## config.mk

```make
export PLATFORM = sky130hd
export DESIGN_NAME = fperr_top
export DESIGN_NICKNAME = d
export VERILOG_FILES = /design/src/core/fperr_pkg.sv /design/src/core/fperr_lat.sv /design/src/core/fperr_top.sv
export SDC_FILE = /design/constraint.sdc
export NUM_CORES = 1
export LEC_CHECK = 0
export ABC_CLOCK_PERIOD_IN_PS = 2000
export BUFFER_PORTS_ARGS = -buffer_cell sky130_fd_sc_hd__buf_2
export CELL_PAD_IN_SITES_DETAIL_PLACEMENT = 1
export CELL_PAD_IN_SITES_GLOBAL_PLACEMENT = 1
export CORE_MARGIN = 2
export CORE_UTILIZATION = 33
export CTS_BUF_LIST = sky130_fd_sc_hd__clkbuf_8
export DETAILED_ROUTE_END_ITERATION = 8
export PLACE_DENSITY = 0.75
export SKIP_LAST_GASP = 1
export SLEW_MARGIN = 20
export SYNTH_ARGS = -nofsm -noshare
export SYNTH_HDL_FRONTEND = slang
export SYNTH_SLANG_ARGS = --single-unit
```

## constraint.sdc

```tcl
create_clock -name i_clk -period 2 [get_ports i_clk]
set_input_delay 0.4 -clock i_clk [delete_from_list [all_inputs] [get_ports i_clk]]
set_output_delay 0.4 -clock i_clk [all_outputs]
set_load 0.02 [all_outputs]
```

## src/core/fperr_pkg.sv

```systemverilog
// Package: register map, field layouts and reset values of the error reporting block
package fperr_pkg;

    // Register byte offsets
    localparam logic [7:0] CTRL_OFF     = 8'h00;
    localparam logic [7:0] STATUS_OFF   = 8'h04;
    localparam logic [7:0] EXCMASK_OFF  = 8'h08;
    localparam logic [7:0] FLTADDR_OFF  = 8'h0c;
    localparam logic [7:0] IRQSTAT_OFF  = 8'h10;
    localparam logic [7:0] IRQCLR_OFF   = 8'h14;
    localparam logic [7:0] IRQEN_OFF    = 8'h18;
    localparam logic [7:0] FLTCLR_OFF   = 8'h1c;

    // Field positions
    localparam int NUMERIC_ERROR_SELECT_BIT = 5;
    localparam int ERROR_SUMMARY_FLAG_BIT   = 7;
    localparam int DEFER_BIT                = 0;
    localparam int NEXC                     = 6;

    // Reset values
    localparam logic [31:0] CTRL_RST    = 32'h0000_0000;
    localparam logic [5:0]  EXCMASK_RST = 6'h3f;
    localparam logic [2:0]  IRQEN_RST   = 3'h0;

    // Interrupt status bit positions
    localparam int IRQ_ERR   = 0;
    localparam int IRQ_STALL = 1;
    localparam int IRQ_IGN   = 2;

    // AXI response codes
    localparam logic [1:0] RESP_OKAY   = 2'h0;
    localparam logic [1:0] RESP_SLVERR = 2'h2;

    // Instruction class presented by the pipeline
    typedef struct packed {
        logic        valid;
        logic        waiting;
        logic [31:0] addr;
    } fperr_instr_t;

    // Exception report from the arithmetic unit
    typedef struct packed {
        logic        valid;
        logic [5:0]  flags;
        logic [31:0] addr;
    } fperr_exc_t;

    // Bus handshake state
    typedef enum logic [2:0] {
        BUS_IDLE = 3'h1,
        BUS_RESP = 3'h2,
        BUS_HOLD = 3'h4
    } fperr_bus_st_t;

endpackage

```

## src/core/fperr_lat.sv

```systemverilog
`timescale 1ns/1ps
// Small holding register for the faulting instruction address
module fperr_lat #(
    parameter int W = 32
) (
    input  wire logic         i_clk,
    input  wire logic         i_rst,
    input  wire logic         i_we,
    input  wire logic [W-1:0] i_d,
    output logic      [W-1:0] o_q
);
    // Registered storage, cleared by reset
    always_ff @(posedge i_clk) begin
        if (i_rst) begin
            o_q <= '0;
        end else if (i_we) begin
            o_q <= i_d;
        end
    end
endmodule

```

## src/core/fperr_top.sv

```systemverilog
`timescale 1ns/1ps
// Floating-point error pin reporting path with AXI4-Lite registers
// Behaviour
// - Select bit clear selects pin error signalling
// - Unmasked exception sets flag and summary flag
// - Error pin asserts, immediately or deferred, unless ignored
// - Stall before next waiting instruction while pending
// - Ignore input held discards new error conditions in pin mode
// - Keep faulting instruction address for restart
// - Non-waiting instructions skip the pending check
module fperr_top (
    input  wire logic                 i_clk,
    input  wire logic                 i_rst,
    input  wire fperr_pkg::fperr_exc_t i_exc,
    input  wire fperr_pkg::fperr_instr_t i_instr,
    input  wire logic                 i_ignore_numeric_error_in_n,
    output logic                      o_fp_error_out_n,
    output logic                      o_stall,
    output logic                      o_internal_trap,
    output logic                      o_irq,
    input  wire logic [7:0]           i_awaddr,
    input  wire logic                 i_awvalid,
    output logic                      o_awready,
    input  wire logic [31:0]          i_wdata,
    input  wire logic [3:0]           i_wstrb,
    input  wire logic                 i_wvalid,
    output logic                      o_wready,
    output logic [1:0]                o_bresp,
    output logic                      o_bvalid,
    input  wire logic                 i_bready,
    input  wire logic [7:0]           i_araddr,
    input  wire logic                 i_arvalid,
    output logic                      o_arready,
    output logic [31:0]               o_rdata,
    output logic [1:0]                o_rresp,
    output logic                      o_rvalid,
    input  wire logic                 i_rready
);
    logic [31:0] ctrl_q;
    logic [5:0]  excmask_q;
    logic [5:0]  flags_q;
    logic        error_summary_flag_q;
    logic        pin_pend_q;
    logic [2:0]  irq_stat_q;
    logic [2:0]  irq_set;
    logic [2:0]  irq_clr;
    logic [2:0]  irq_en_q;
    logic [31:0] flt_addr;
    logic        ign_act;
    logic        pin_mode;
    logic [5:0]  unmasked;
    logic        new_err;
    logic        chk_wait;
    logic        wr_go;
    logic        clr_flags;
    logic [31:0] wval;
    logic        aw_have_q;
    logic        w_have_q;
    logic [7:0]  aw_q;
    logic [31:0] w_q;
    logic [3:0]  ws_q;

    // Mode and input decode
    assign pin_mode = ~ctrl_q[fperr_pkg::NUMERIC_ERROR_SELECT_BIT];
    assign ign_act  = ~i_ignore_numeric_error_in_n;
    assign unmasked = i_exc.flags & ~excmask_q;
    // Errors arriving while ignore is held are discarded in pin mode
    assign new_err  = i_exc.valid && (|unmasked) && !(pin_mode && ign_act);
    // Only waiting instructions look at pending state
    assign chk_wait = i_instr.valid && i_instr.waiting;

    // Write channel capture: address and data may arrive in either order
    always_ff @(posedge i_clk) begin
        if (i_rst) begin
            aw_have_q <= 1'b0;
            w_have_q  <= 1'b0;
            aw_q      <= 8'h00;
            w_q       <= 32'h0000_0000;
            ws_q      <= 4'h0;
        end else begin
            if (i_awvalid && o_awready) begin
                aw_have_q <= 1'b1;
                aw_q      <= i_awaddr;
            end
            if (i_wvalid && o_wready) begin
                w_have_q <= 1'b1;
                w_q      <= i_wdata;
                ws_q     <= i_wstrb;
            end
            if (wr_go) begin
                aw_have_q <= 1'b0;
                w_have_q  <= 1'b0;
            end
        end
    end

    assign wr_go = aw_have_q && w_have_q && !o_bvalid;
    // Byte-lane merge against the control register
    always_comb begin
        wval = 32'h0000_0000;
        for (int b = 0; b < 4; b++) begin
            wval[b*8 +: 8] = ws_q[b] ? w_q[b*8 +: 8] : 8'h00;
        end
    end
    assign clr_flags = wr_go && (aw_q == fperr_pkg::FLTCLR_OFF) && ws_q[0] && w_q[0];

    // Ready and write response
    always_ff @(posedge i_clk) begin
        if (i_rst) begin
            o_awready <= 1'b0;
            o_wready  <= 1'b0;
            o_bvalid  <= 1'b0;
            o_bresp   <= fperr_pkg::RESP_OKAY;
        end else begin
            o_awready <= !aw_have_q && !(i_awvalid && o_awready);
            o_wready  <= !w_have_q && !(i_wvalid && o_wready);
            if (wr_go) begin
                o_bvalid <= 1'b1;
                case (aw_q)
                    fperr_pkg::CTRL_OFF, fperr_pkg::EXCMASK_OFF, fperr_pkg::IRQCLR_OFF,
                    fperr_pkg::IRQEN_OFF, fperr_pkg::FLTCLR_OFF: o_bresp <= fperr_pkg::RESP_OKAY;
                    default: o_bresp <= fperr_pkg::RESP_SLVERR;
                endcase
            end else if (o_bvalid && i_bready) begin
                o_bvalid <= 1'b0;
            end
        end
    end

    // Software-written configuration
    always_ff @(posedge i_clk) begin
        if (i_rst) begin
            ctrl_q    <= fperr_pkg::CTRL_RST;
            excmask_q <= fperr_pkg::EXCMASK_RST;
            irq_en_q  <= fperr_pkg::IRQEN_RST;
        end else if (wr_go) begin
            if (aw_q == fperr_pkg::CTRL_OFF) begin
                ctrl_q <= (ctrl_q & ~{{24{1'b0}}, {8{ws_q[0]}}}) | {24'h000000, wval[7:0]};
            end
            if (aw_q == fperr_pkg::EXCMASK_OFF && ws_q[0]) begin
                excmask_q <= w_q[5:0];
            end
            if (aw_q == fperr_pkg::IRQEN_OFF && ws_q[0]) begin
                irq_en_q <= w_q[2:0];
            end
        end
    end

    // Exception flags and summary; a new error beats a same-cycle clear
    always_ff @(posedge i_clk) begin
        if (i_rst) begin
            flags_q              <= 6'h00;
            error_summary_flag_q <= 1'b0;
        end else if (new_err) begin
            flags_q              <= (clr_flags ? 6'h00 : flags_q) | unmasked;
            error_summary_flag_q <= 1'b1;
        end else if (clr_flags) begin
            flags_q              <= 6'h00;
            error_summary_flag_q <= 1'b0;
        end
    end

    // Faulting address held for the handler's restart
    fperr_lat #(.W(32)) u_fltaddr (
        .i_clk (i_clk),
        .i_rst (i_rst),
        .i_we  (new_err),
        .i_d   (i_exc.addr),
        .o_q   (flt_addr)
    );

    // Deferred pin: armed by the error, asserted at the next waiting instruction
    always_ff @(posedge i_clk) begin
        if (i_rst) begin
            pin_pend_q <= 1'b0;
        end else if (clr_flags && !new_err) begin
            pin_pend_q <= 1'b0;
        end else if (new_err && ctrl_q[fperr_pkg::DEFER_BIT]) begin
            pin_pend_q <= 1'b1;
        end
    end

    // Error pin, active low; held until software clears the flags
    always_ff @(posedge i_clk) begin
        if (i_rst) begin
            o_fp_error_out_n <= 1'b1;
        end else if (!pin_mode || (clr_flags && !new_err)) begin
            o_fp_error_out_n <= 1'b1;
        end else if (new_err && !ctrl_q[fperr_pkg::DEFER_BIT] && !ign_act) begin
            o_fp_error_out_n <= 1'b0;
        end else if (pin_pend_q && chk_wait && !ign_act) begin
            o_fp_error_out_n <= 1'b0;
        end
    end

    // Freeze before a waiting instruction while an error is pending
    always_ff @(posedge i_clk) begin
        if (i_rst) begin
            o_stall         <= 1'b0;
            o_internal_trap <= 1'b0;
        end else begin
            o_stall         <= error_summary_flag_q && !clr_flags && (chk_wait || o_stall);
            o_internal_trap <= error_summary_flag_q && chk_wait && !pin_mode;
        end
    end

    // Per-bit event set and write-one clear, clear needs byte lane 0
    assign irq_set[fperr_pkg::IRQ_ERR]   = new_err;
    assign irq_set[fperr_pkg::IRQ_STALL] = error_summary_flag_q && chk_wait;
    assign irq_set[fperr_pkg::IRQ_IGN]   = i_exc.valid && (|unmasked) && ign_act;
    assign irq_clr = (wr_go && aw_q == fperr_pkg::IRQCLR_OFF && ws_q[0]) ? w_q[2:0] : 3'h0;
    // Sticky interrupt status, one flop per bit; set wins over clear
    for (genvar g = 0; g < 3; g++) begin : g_irq_stat
        always_ff @(posedge i_clk) begin
            if (i_rst) begin
                irq_stat_q[g] <= 1'b0;
            end else begin
                irq_stat_q[g] <= irq_set[g] || (irq_stat_q[g] && !irq_clr[g]);
            end
        end
    end

    // Level interrupt output
    always_ff @(posedge i_clk) begin
        if (i_rst) begin
            o_irq <= 1'b0;
        end else begin
            o_irq <= |(irq_stat_q & irq_en_q);
        end
    end

    // Read channel: one read at a time, answer one cycle after address
    always_ff @(posedge i_clk) begin
        if (i_rst) begin
            o_arready <= 1'b0;
            o_rvalid  <= 1'b0;
            o_rdata   <= 32'h0000_0000;
            o_rresp   <= fperr_pkg::RESP_OKAY;
        end else if (o_rvalid) begin
            if (i_rready) begin
                o_rvalid <= 1'b0;
            end
            o_arready <= 1'b0;
        end else if (i_arvalid && o_arready) begin
            o_arready <= 1'b0;
            o_rvalid  <= 1'b1;
            o_rresp   <= fperr_pkg::RESP_OKAY;
            case (i_araddr)
                fperr_pkg::CTRL_OFF:    o_rdata <= ctrl_q;
                fperr_pkg::STATUS_OFF:  o_rdata <= {24'h0, error_summary_flag_q, 1'b0, flags_q};
                fperr_pkg::EXCMASK_OFF: o_rdata <= {26'h0000000, excmask_q};
                fperr_pkg::FLTADDR_OFF: o_rdata <= flt_addr;
                fperr_pkg::IRQSTAT_OFF: o_rdata <= {29'h00000000, irq_stat_q};
                fperr_pkg::IRQEN_OFF:   o_rdata <= {29'h00000000, irq_en_q};
                fperr_pkg::IRQCLR_OFF, fperr_pkg::FLTCLR_OFF: o_rdata <= 32'h0000_0000;
                default: begin
                    o_rdata <= 32'h0000_0000;
                    o_rresp <= fperr_pkg::RESP_SLVERR;
                end
            endcase
        end else begin
            o_arready <= 1'b1;
        end
    end

    // Pin falls only with an error recorded
    AST_PIN_NEEDS_SUMMARY: assert property (@(posedge i_clk) disable iff (i_rst)
        !o_fp_error_out_n |-> error_summary_flag_q) else $error("error pin low without summary");
    // Immediate mode asserts the pin one cycle after the error
    AST_PIN_IMMEDIATE: assert property (@(posedge i_clk) disable iff (i_rst)
        new_err && pin_mode && !ign_act && !ctrl_q[fperr_pkg::DEFER_BIT] && !clr_flags
        |=> !o_fp_error_out_n) else $error("error pin not asserted");
    // Ignored errors leave flags untouched
    AST_IGNORE_HOLDS: assert property (@(posedge i_clk) disable iff (i_rst)
        pin_mode && ign_act && !clr_flags |=> $stable(flags_q)) else $error("ignored flag set");
    // Summary follows a detected error
    AST_SUMMARY_SET: assert property (@(posedge i_clk) disable iff (i_rst)
        new_err |=> error_summary_flag_q && ((flags_q & $past(unmasked)) == $past(unmasked)))
        else $error("summary or flag missing");
    // Stall follows a waiting instruction with pending error
    AST_STALL: assert property (@(posedge i_clk) disable iff (i_rst)
        error_summary_flag_q && chk_wait && !clr_flags |=> o_stall) else $error("missing stall");
    // Non-waiting instructions alone never start a stall
    AST_NOWAIT: assert property (@(posedge i_clk) disable iff (i_rst)
        !o_stall && !chk_wait |=> !o_stall) else $error("stall without waiting instruction");
    // Clearing releases pin and stall
    AST_CLEAR: assert property (@(posedge i_clk) disable iff (i_rst)
        clr_flags && !new_err |=> o_fp_error_out_n && !o_stall) else $error("no release");
    // Address captured on error
    AST_ADDR: assert property (@(posedge i_clk) disable iff (i_rst)
        new_err |=> flt_addr == $past(i_exc.addr)) else $error("fault address not kept");
    // Native mode never drives the pin
    AST_NATIVE: assert property (@(posedge i_clk) disable iff (i_rst)
        !pin_mode |=> o_fp_error_out_n) else $error("pin driven in native mode");
endmodule

```

# Word level (Yosys, flattened, before mapping)
# Index checks and enable logic that the tools add are counted.
[totals]
register_bits = 148
[op_classes]
bitwise = 10
reduce_logical = 67
n_mux = 17
eq_ne = 11
[op_table]
columns = ["cell", "count"]
rows = [
  ["$pmux W32 S6", 1],
  ["$eq A8 B5 Y1 const B", 7],
  ["$logic_and A1 B1 Y1", 33],
  ["$and A32 B32 Y32", 1],
  ["$not A8 Y32", 1],
  ["$or A32 B8 Y32", 1],
  ["$eq A8 B4 Y1 const B", 3],
  ["$logic_not A8 Y1", 2],
  ["$logic_not A1 Y1", 12],
  ["$mux W6", 2],
  ["$mux W1", 10],
  ["$eq A8 B3 Y1 const B", 1],
  ["$mux W8", 1],
  ["$reduce_and A2 Y1", 4],
  ["$reduce_or A2 Y1", 4],
  ["$reduce_or A8 Y1", 1],
  ["$and A6 B6 Y6", 1],
  ["$not A6 Y6", 1],
  ["$or A6 B6 Y6", 1],
  ["$reduce_bool A2 Y1", 3],
  ["$reduce_or A6 Y1", 1],
  ["$logic_or A1 B1 Y1", 5],
  ["$reduce_or A5 Y1", 1],
  ["$mux W2", 2],
  ["other kinds (4)", 6],
]

# Longest topological paths before layout
# Gate-level depths: netlist of run 1.
[logic_depth]
ltp_word = 9
mapped_depth = 7

# Cells and area by module
# Synthesis of run 1 repeated with hierarchy kept, for this count alone.
[hier_totals]
cells_unflattened = 490
area_unflattened_um2 = 4710.8
[modules_own_cells]
columns = ["mod", "instances", "area_per_inst_um2", "seq_area_each_um2", "cells_per_inst"]
rows = [
  ["fperr_top", 1, 3547.2, 1801.7, 387],
  ["fperr_lat", 1, 1163.6, 640.6, 103],
]

# Least setup slack after synthesis of run 1
# No wires, ideal clock.
[synth_path]
path_type = "reg2reg"
from = "register aw_q[1]"
to = "register pin_pend_q"
period_less_slack_ns = 1.943
setup_ns = 0.132
path_stages_with_launch = 7
slack_ns = 0.057
t_arrival_ns = 1.811
required_ns = 1.868
cell_sequence = "dfxtp_1 or4_4 nand4bb_4 or3_1 buf_2 o21ai_0 a21oi_1"
[synth_between]
elab_chain_cells = 6
[synth_rtl]
columns = ["element", "line_no", "rtl"]
rows = [
  ["from (decl)", "fperr_top.sv:59", "logic [7:0] aw_q;"],
  ["from (signal assigned)", "fperr_top.sv:83", "aw_q <= i_awaddr;"],
  ["$eq A8 B5 Y1", "fperr_top.sv:105", "assign clr_flags = wr_go && (aw_q == fperr_pkg::FLTCLR_OFF) && ws_q[0] && w_q[0];"],
  ["$logic_and A1 B1 Y1 (3 in series)", "fperr_top.sv:105", ""],
  ["$logic_and A1 B1 Y1", "fperr_top.sv:176", "end else if (clr_flags && !new_err) begin"],
  ["$reduce_or A2 Y1 (no source line)", "--", ""],
  ["to (signal assigned)", "fperr_top.sv:175", "pin_pend_q <= 1'b0;"],
  ["to (signal assigned)", "fperr_top.sv:177", "pin_pend_q <= 1'b0;"],
  ["to (signal assigned)", "fperr_top.sv:179", "pin_pend_q <= 1'b1;"],
  ["to (decl)", "fperr_top.sv:43", "logic pin_pend_q;"],
]
# No other way between the ends.
# A chain may end at the register's enable or synchronous reset.

# Worst setup path after layout of run 1
[layout_path]
from = "register aw_q[1]"
to = "register excmask_q[0]"
[layout_between]
elab_chain_cells = 3
[layout_rtl]
columns = ["element", "line_no", "rtl"]
rows = [
  ["$eq A8 B4 Y1", "fperr_top.sv:140", "if (aw_q == fperr_pkg::EXCMASK_OFF && ws_q[0]) begin"],
  ["$logic_and A1 B1 Y1", "fperr_top.sv:140", ""],
  ["$reduce_and A2 Y1 (no source line)", "--", ""],
  ["to (signal assigned)", "fperr_top.sv:134", "excmask_q <= fperr_pkg::EXCMASK_RST;"],
  ["to (signal assigned)", "fperr_top.sv:141", "excmask_q <= w_q[5:0];"],
  ["to (decl)", "fperr_top.sv:40", "logic [5:0] excmask_q;"],
]
# No other way between the ends.

==> impl_metrics.py, run 1 <==
metrics = {
    "status": {
        "outcome": "complete, no violations",
    },
    "placed_design": {
        "dp_hpwl_mm": 9.35,
        "place_ws_ns": -0.0295,
        "finalWeightedCongestion": 0.805,
        "portBuffers": 116,
    },
    "sta": {
        "fin_crit_sh_pct": 99.5,
        "max_freq_ghz": 0.502,
        "fin_skew_ns": 0.0108,
        "holdWs_ns": 0.179,
        "setup_ws_ns": 0.00960,
        "finalSetupViolations": 0,
        "report.final.slew_viol_count": 0,
        "rsz0062_at_grt": "true",
        "hold_viol": 0,
        "min_period_ns": 1.99,
    },
    "clock_network": {
        "clockBufferDepth": 2,
        "cts_setup_buffers": 0,
        "ctsHtreeMaxLevel": 4,
        "cts_sinks": 122,
        "clock-root-buffer": "clkbuf_8",
        "clk_pin_slew_ns": 0.06,
        "tritoncts": "built",
        "cts_inserted_buffers": 17,
        "clk_latency_ns": 0.43,
    },
    "synth": {
        "synth-compound-area-share_pct": 11.0,
        "synth_warnings": 0,
        "yosys-mux-area-fraction_pct": 14.5,
        "yosysTopAreaCell": "dfxtp_1",
        "synth_top_family_by_area": "simple AND/OR/NAND/NOR gates",
        "synthXorXnorAreaFrac_pct": 0,
        "synth_cell_types": 43,
        "synth-main-ff-cell": "dfxtp_1",
        "synthSimpleGateAreaFrac_pct": 18.4,
        "ys_ff_latch": 122,
        "synth_cells": 488,
        "yosysTopAreaCellShare_pct": 52.4,
        "synth.top_cells.by_area": "dfxtp_1 52%, mux2i_1 12%, nor2_1 7.3%",
        "ys_seq_area_share_pct": 52.4,
        "synth_fa_ha_area_share_pct": 0,
        "synth_area_mm2": 0.00466,
        "avgSynthCellArea_um2": 9.55,
        "synth_edf_count": 0,
        "async_reset_ff_share_pct": 0,
    },
    "worst_hold_path": {
        "min_path_type": "in2reg",
    },
    "detailed_routing": {
        "first_iter_violations": 185,
        "drc": 0,
        "firstDrtPassIters": 4,
        "via_count": 3950,
        "avgViaCountPerCell": 4.92,
        "drtAntennaViolNets": 0,
        "avgRoutedWirePerCell_um": 16.1,
        "drt_wl_total_mm": 12.9,
    },
    "cells_and_area": {
        "final_cell_mix": "122 x dfxtp_1, 115 x buf_2, 91 x nor2_1",
        "final_common_cell": "dfxtp_1",
        "finish.utilization_pct": 43.0,
        "antennaDiodeCount": 0,
        "area_growth_pct": 27.6,
        "nNetsFinal": 744,
        "drive_above_1_share_pct": 28.6,
    },
    "die": {
        "core-area_mm2": 0.0138,
        "die_x_um": 123,
        "dieArea_mm2": 0.0151,
        "row_count": 43,
        "start_util_pct": 33.7,
        "die_h_um": 123,
        "pin_count": 178,
    },
    "worst_setup_path": {
        "required_ns": 2.30,
        "start_kind": "flip-flop",
        "critPathMaxFanout": 6,
        "crit_arrival_ns": 2.29,
        "critical_path_class": "reg2reg",
        "endpoint_kind": "flip-flop",
    },
    "power": {
        "ir_drop_mv": 0.394,
        "leakage_uw": 0.00236,
        "power_density_mw_per_mm2": 834,
    },
    "run": {
        "cap_violations": 0,
    },
    "grt": {
        "grtUsageTotal_pct": 17.4,
        "antenna_found_initial": 0,
        "grt_overflow": 0,
        "grt_pass1_wl_mm": 20.2,
        "grt_pass1_vias": 4164,
        "grt_max_degree": 87,
    },
}
## registers in the layout (all words and copies together), names as in the netlist, 3 cells and up, named ones only
name           cells
irq_stat_q         3
u_fltaddr.o_q     32
o_rdata           32
w_q                8
aw_q               8
irq_en_q           3
excmask_q          6
flags_q            6
## worst max-delay path, cell delays in order, from the launching register on
cell	delay, ns
dfxtp_1	0.31
or4_4	0.53
nand4bb_4	0.22
buf_6	0.15
nor4b_4	0.22
buf_6	0.18
mux2i_1	0.20
nand2_1	0.07
## metal layers
layer | part of all wire, % | track usage (%) | wire length [µm] | vias to the layer above
met4 | 2.0 | 7.33 | 253 | 0
met2 | 52 | 30.9 | 6740 | 79
met3 | 3.5 | 3.30 | 447 | 23
met1 | 42 | 20.4 | 5460 | 1920
li1 | - | - | - | 1928
met5 | 0 | 0 | 0 | -
## path summary, 6_finish.rpt
check	slack [ns]	to	depth (start not counted)	start
worst min-delay path	0.18	o_arready	2	i_arvalid
worst max register to register	0.01	excmask_q[0]	7	aw_q[1]
worst max-delay path	0.01	excmask_q[0]	7	aw_q[1]
worst min register to register	0.45	o_rdata[4]	2	o_rdata[4]
## area by class of cell
| type | instances | area, µm² |
|---|---|---|
| clock buffers | 19 | 262 |
| multi-input cells | 326 | 2070 |
| well taps | 180 | 225 |
| repair buffers | 137 | 790 |
| fillers | 1604 | 7880 |
| inverters | 7 | 26.3 |
| flip-flops and latches | 122 | 2440 |
| clock inverters | 12 | 134 |
## metrics by stage
stage / TNS [ns] / area [µm²] / power, µW / cells
floorplan: 0 / 4660 / 2690 / 489
global placement: 0 / 5530 / 2820 / 772
detailed placement: -0.123 / 5530 / 2830 / 772
CTS: -0.00825 / 5940 / 5040 / 803
global route: -1.24 / 5950 / 5180 / 803
finish: 0 / 5950 / 4960 / 803
## logic make-up after synthesis
| logic type | Yosys count |
|---|---|
| and+or+nand+nor | 185 |
| other | 1 |
| AOI/OAI and AO/OA | 79 |
| DFF | 122 |
| muxes | 60 |
| buffers and inverters | 41 |
## where the power goes
group | internal (µW) | total (µW) | switching [µW]
clock | 1270 | 2190 | 920
combinational | 119 | 284 | 165
sequential | 2460 | 2490 | 31.5
## cells in the mapped netlist, types with 2 or more instances
cell,count
buf_4,2
nand2b_1,2
inv_1,6
o21ai_0,5
nor3_1,7
nor2_1,91
clkbuf_1,23
nand2_1,53
or4_1,2
mux4_2,6
mux2i_1,54
and4_1,2
a21oi_1,26
nor2b_1,7
dfxtp_1,122
o22ai_1,3
buf_2,8
a22oi_1,34
nand3_1,6
and2_1,2
a31oi_1,5
## timing repair
item / CTS / global route
hold buffers: 0 / 0
endpoints found under the setup margin: 8 / 23
pin swaps: 0 / 0
gates resized for setup: 3 / 2
(Power assumes the default switching activity.)
==> run 2, diff against run 1 <==
- ABC_AREA: not set -> 1
- CORE_UTILIZATION: 33 -> 32
==> run 2 against run 1 <==
First-iteration DRC count grew 42%. Highest routed layer unchanged. Worst hold slack lost 0.017 ns. Maximum frequency grew 27%. Synthesized cell count grew 41%. Power grew 2.5%. Area after synthesis grew 7.9%.
==> impl_metrics.py, run 2 <==
metrics = {
    "power": {
        "leakage_uw": 0.00267,
        "p_total_uw": 5080,
        "power_density_mw_per_mm2": 822,
        "ir_drop_mv": 0.402,
    },
    "cells_and_area": {
        "area_growth_pct": 23.1,
        "reg_top3": "o_rdata: 32 flops, u_fltaddr.o_q: 32 flops",
        "nFillCells": 1977,
        "final_cell_mix": "164 x nand2_1, 122 x dfxtp_1, 116 x buf_2",
        "finish.utilization_pct": 40.6,
        "nNetsFinal": 929,
        "antennaDiodeCount": 0,
        "final_common_cell": "nand2_1",
        "drive_above_1_share_pct": 21.6,
    },
    "clock_network": {
        "clockBufferDepth": 2,
        "cts_inserted_buffers": 17,
        "ctsHtreeMaxLevel": 4,
        "cts-hold-fix-buffers": 0,
        "clk_latency_ns": 0.46,
        "clk_pin_slew_ns": 0.08,
        "cts_setup_buffers": 0,
        "cts_sinks": 122,
        "clock-root-buffer": "clkbuf_8",
        "tritoncts": "built",
        "post_cts_resized": 0,
    },
    "grt": {
        "top_usage_layer": "met2",
        "grt_pass1_vias": 4719,
        "grt_use_met1_pct": 24.6,
        "grt_use_met3_pct": 4.75,
        "grt_util_met2_pct": 28.5,
        "grt_max_degree": 74,
        "grt_overflow": 0,
        "antenna_found_initial": 0,
        "grt_pass1_wl_mm": 23.7,
        "grtUsageTotal_pct": 18.3,
    },
    "synth": {
        "synth_top_family_by_area": "simple AND/OR/NAND/NOR gates",
        "synthSimpleGateAreaFrac_pct": 30.0,
        "yosysTopAreaCell": "dfxtp_1",
        "synth-main-ff-cell": "dfxtp_1",
        "yosys-top-cells-count": "164 x nand2_1, 122 x dfxtp_1, 84 x a21oi_1",
        "synth.top_cells.by_area": "dfxtp_1 49%, nand2_1 12%, a21oi_1 8.4%",
        "synthXorXnorAreaFrac_pct": 0,
        "ys_ff_latch": 122,
        "synth_cells": 689,
        "synth_area_mm2": 0.00503,
        "yosys-mux-area-fraction_pct": 0,
        "synth_cell_types": 27,
        "synth-compound-area-share_pct": 12.9,
        "async_reset_ff_share_pct": 0,
        "synth_warnings": 0,
        "yosysTopAreaCellShare_pct": 48.6,
        "synth_fa_ha_area_share_pct": 0,
        "synth_edf_count": 0,
        "synth.most_common_cell": "nand2_1",
        "avgSynthCellArea_um2": 7.30,
        "ys_seq_area_share_pct": 48.6,
    },
    "detailed_routing": {
        "first_iter_violations": 262,
        "avgViaCountPerCell": 4.77,
        "firstDrtPassIters": 4,
        "drt_wl_total_mm": 14.7,
        "via_count": 4861,
        "avgRoutedWirePerCell_um": 14.4,
        "drc": 0,
        "drtAntennaViolNets": 0,
    },
    "placed_design": {
        "finalWeightedCongestion": 0.787,
        "place_ws_ns": 0.266,
        "dp_hpwl_mm": 10.4,
        "portBuffers": 116,
    },
    "sta": {
        "max-slew-margin-rel_pct": 64.0,
        "finalSetupViolations": 0,
        "tns_ns": 0,
        "min_period_ns": 1.57,
        "max_freq_ghz": 0.637,
        "report.final.slew_viol_count": 0,
        "fin_crit_sh_pct": 78.6,
        "hold_viol": 0,
        "setup_ws_ns": 0.429,
        "rsz0062_at_grt": "false",
        "fin_skew_ns": 0.00712,
        "tightest_slew_ns": 0.539,
    },
    "worst_hold_path": {
        "min_path_type": "in2reg",
    },
    "worst_setup_path": {
        "required_ns": 2.38,
        "endpoint_kind": "flip-flop",
        "crit_arrival_ns": 1.95,
        "start_kind": "flip-flop",
        "critPathMaxFanout": 14,
        "critical_path_class": "reg2reg",
    },
    "die": {
        "die_x_um": 129,
        "pin_count": 178,
        "dieArea_mm2": 0.0167,
        "row_count": 45,
        "die_h_um": 129,
        "start_util_pct": 32.9,
        "core-area_mm2": 0.0153,
    },
    "run": {
        "cap_violations": 0,
    },
    "status": {
        "outcome": "complete, no violations",
    },
}
==> run 2: cell types whose count changed in the layout (fill, tap and decap cells not counted), moves of 42 or more <==
| cell | before | now |
|---|---|---|
| nand3_1 | 6 | 58 |
| mux2i_1 | 54 | 0 |
| nand2_1 | 53 | 164 |
| a21oi_1 | 25 | 84 |
| inv_1 | 10 | 52 |
==> run 2: routing by layer <==
metal  part of all wire [%]  vias to the layer above
met1                     49                     2271
li1                       -                     2470
met4                    1.7                        0
met2                     44                      103
met3                    5.2                       17
met5                      0                        -
==> run 2: critical path, stage by stage (launching register included) <==
cell and delay (ns):
dfxtp_1 0.42, inv_1 0.06, nand2_1 0.07, nand2_1 0.05, nor2_1 0.12, nand2_2 0.11
nand3_2 0.20, buf_4 0.26, nand2_1 0.07, a21oi_1 0.13
==> run 2: final timing paths <==
kind | start | end | slack (ns) | cells past startpoint
max | excmask_q[3] | u_fltaddr.o_q[28] | 0.43 | 9
max reg2reg | excmask_q[3] | u_fltaddr.o_q[28] | 0.43 | 9
min reg2reg | aw_q[7] | aw_q[7] | 0.45 | 2
min | i_exc[1] | u_fltaddr.o_q[1] | 0.16 | 3
==> run 2: logic make-up after synthesis <==
kind of cell / Yosys count
other: 1
DFF: 122
and+or+nand+nor: 342
AOI/OAI and AO/OA: 127
buffers and inverters: 97
==> run 2: layout make-up <==
type                       instances  area [µm²]  share of cell area, %
clock buffer                      18         248                   4.00
clock inverter                    14         148                   2.39
inverter                          55         208                   3.36
multi-input combinational        471        2160                   35.0
sequential                       122        2440                   39.5
tap                              211         264                   4.27
timing repair buffer             129         716                   11.6
==> run 2: stage by stage <==
stage / std cells / instance area, µm² / hold slack [ns]
floorplan: 690 / 5030 / 0.428
global placement: 988 / 5790 / 0.441
detailed placement: 988 / 5790 / 0.443
CTS: 1020 / 6190 / 0.139
global route: 1020 / 6190 / 0.173
finish: 1020 / 6190 / 0.162
==> run 2: power by group <==
part / internal (µW) / switching (µW)
clock network: 1140 / 1080
registers: 2470 / 25.3
logic: 126 / 247
total: 3740 / 1350
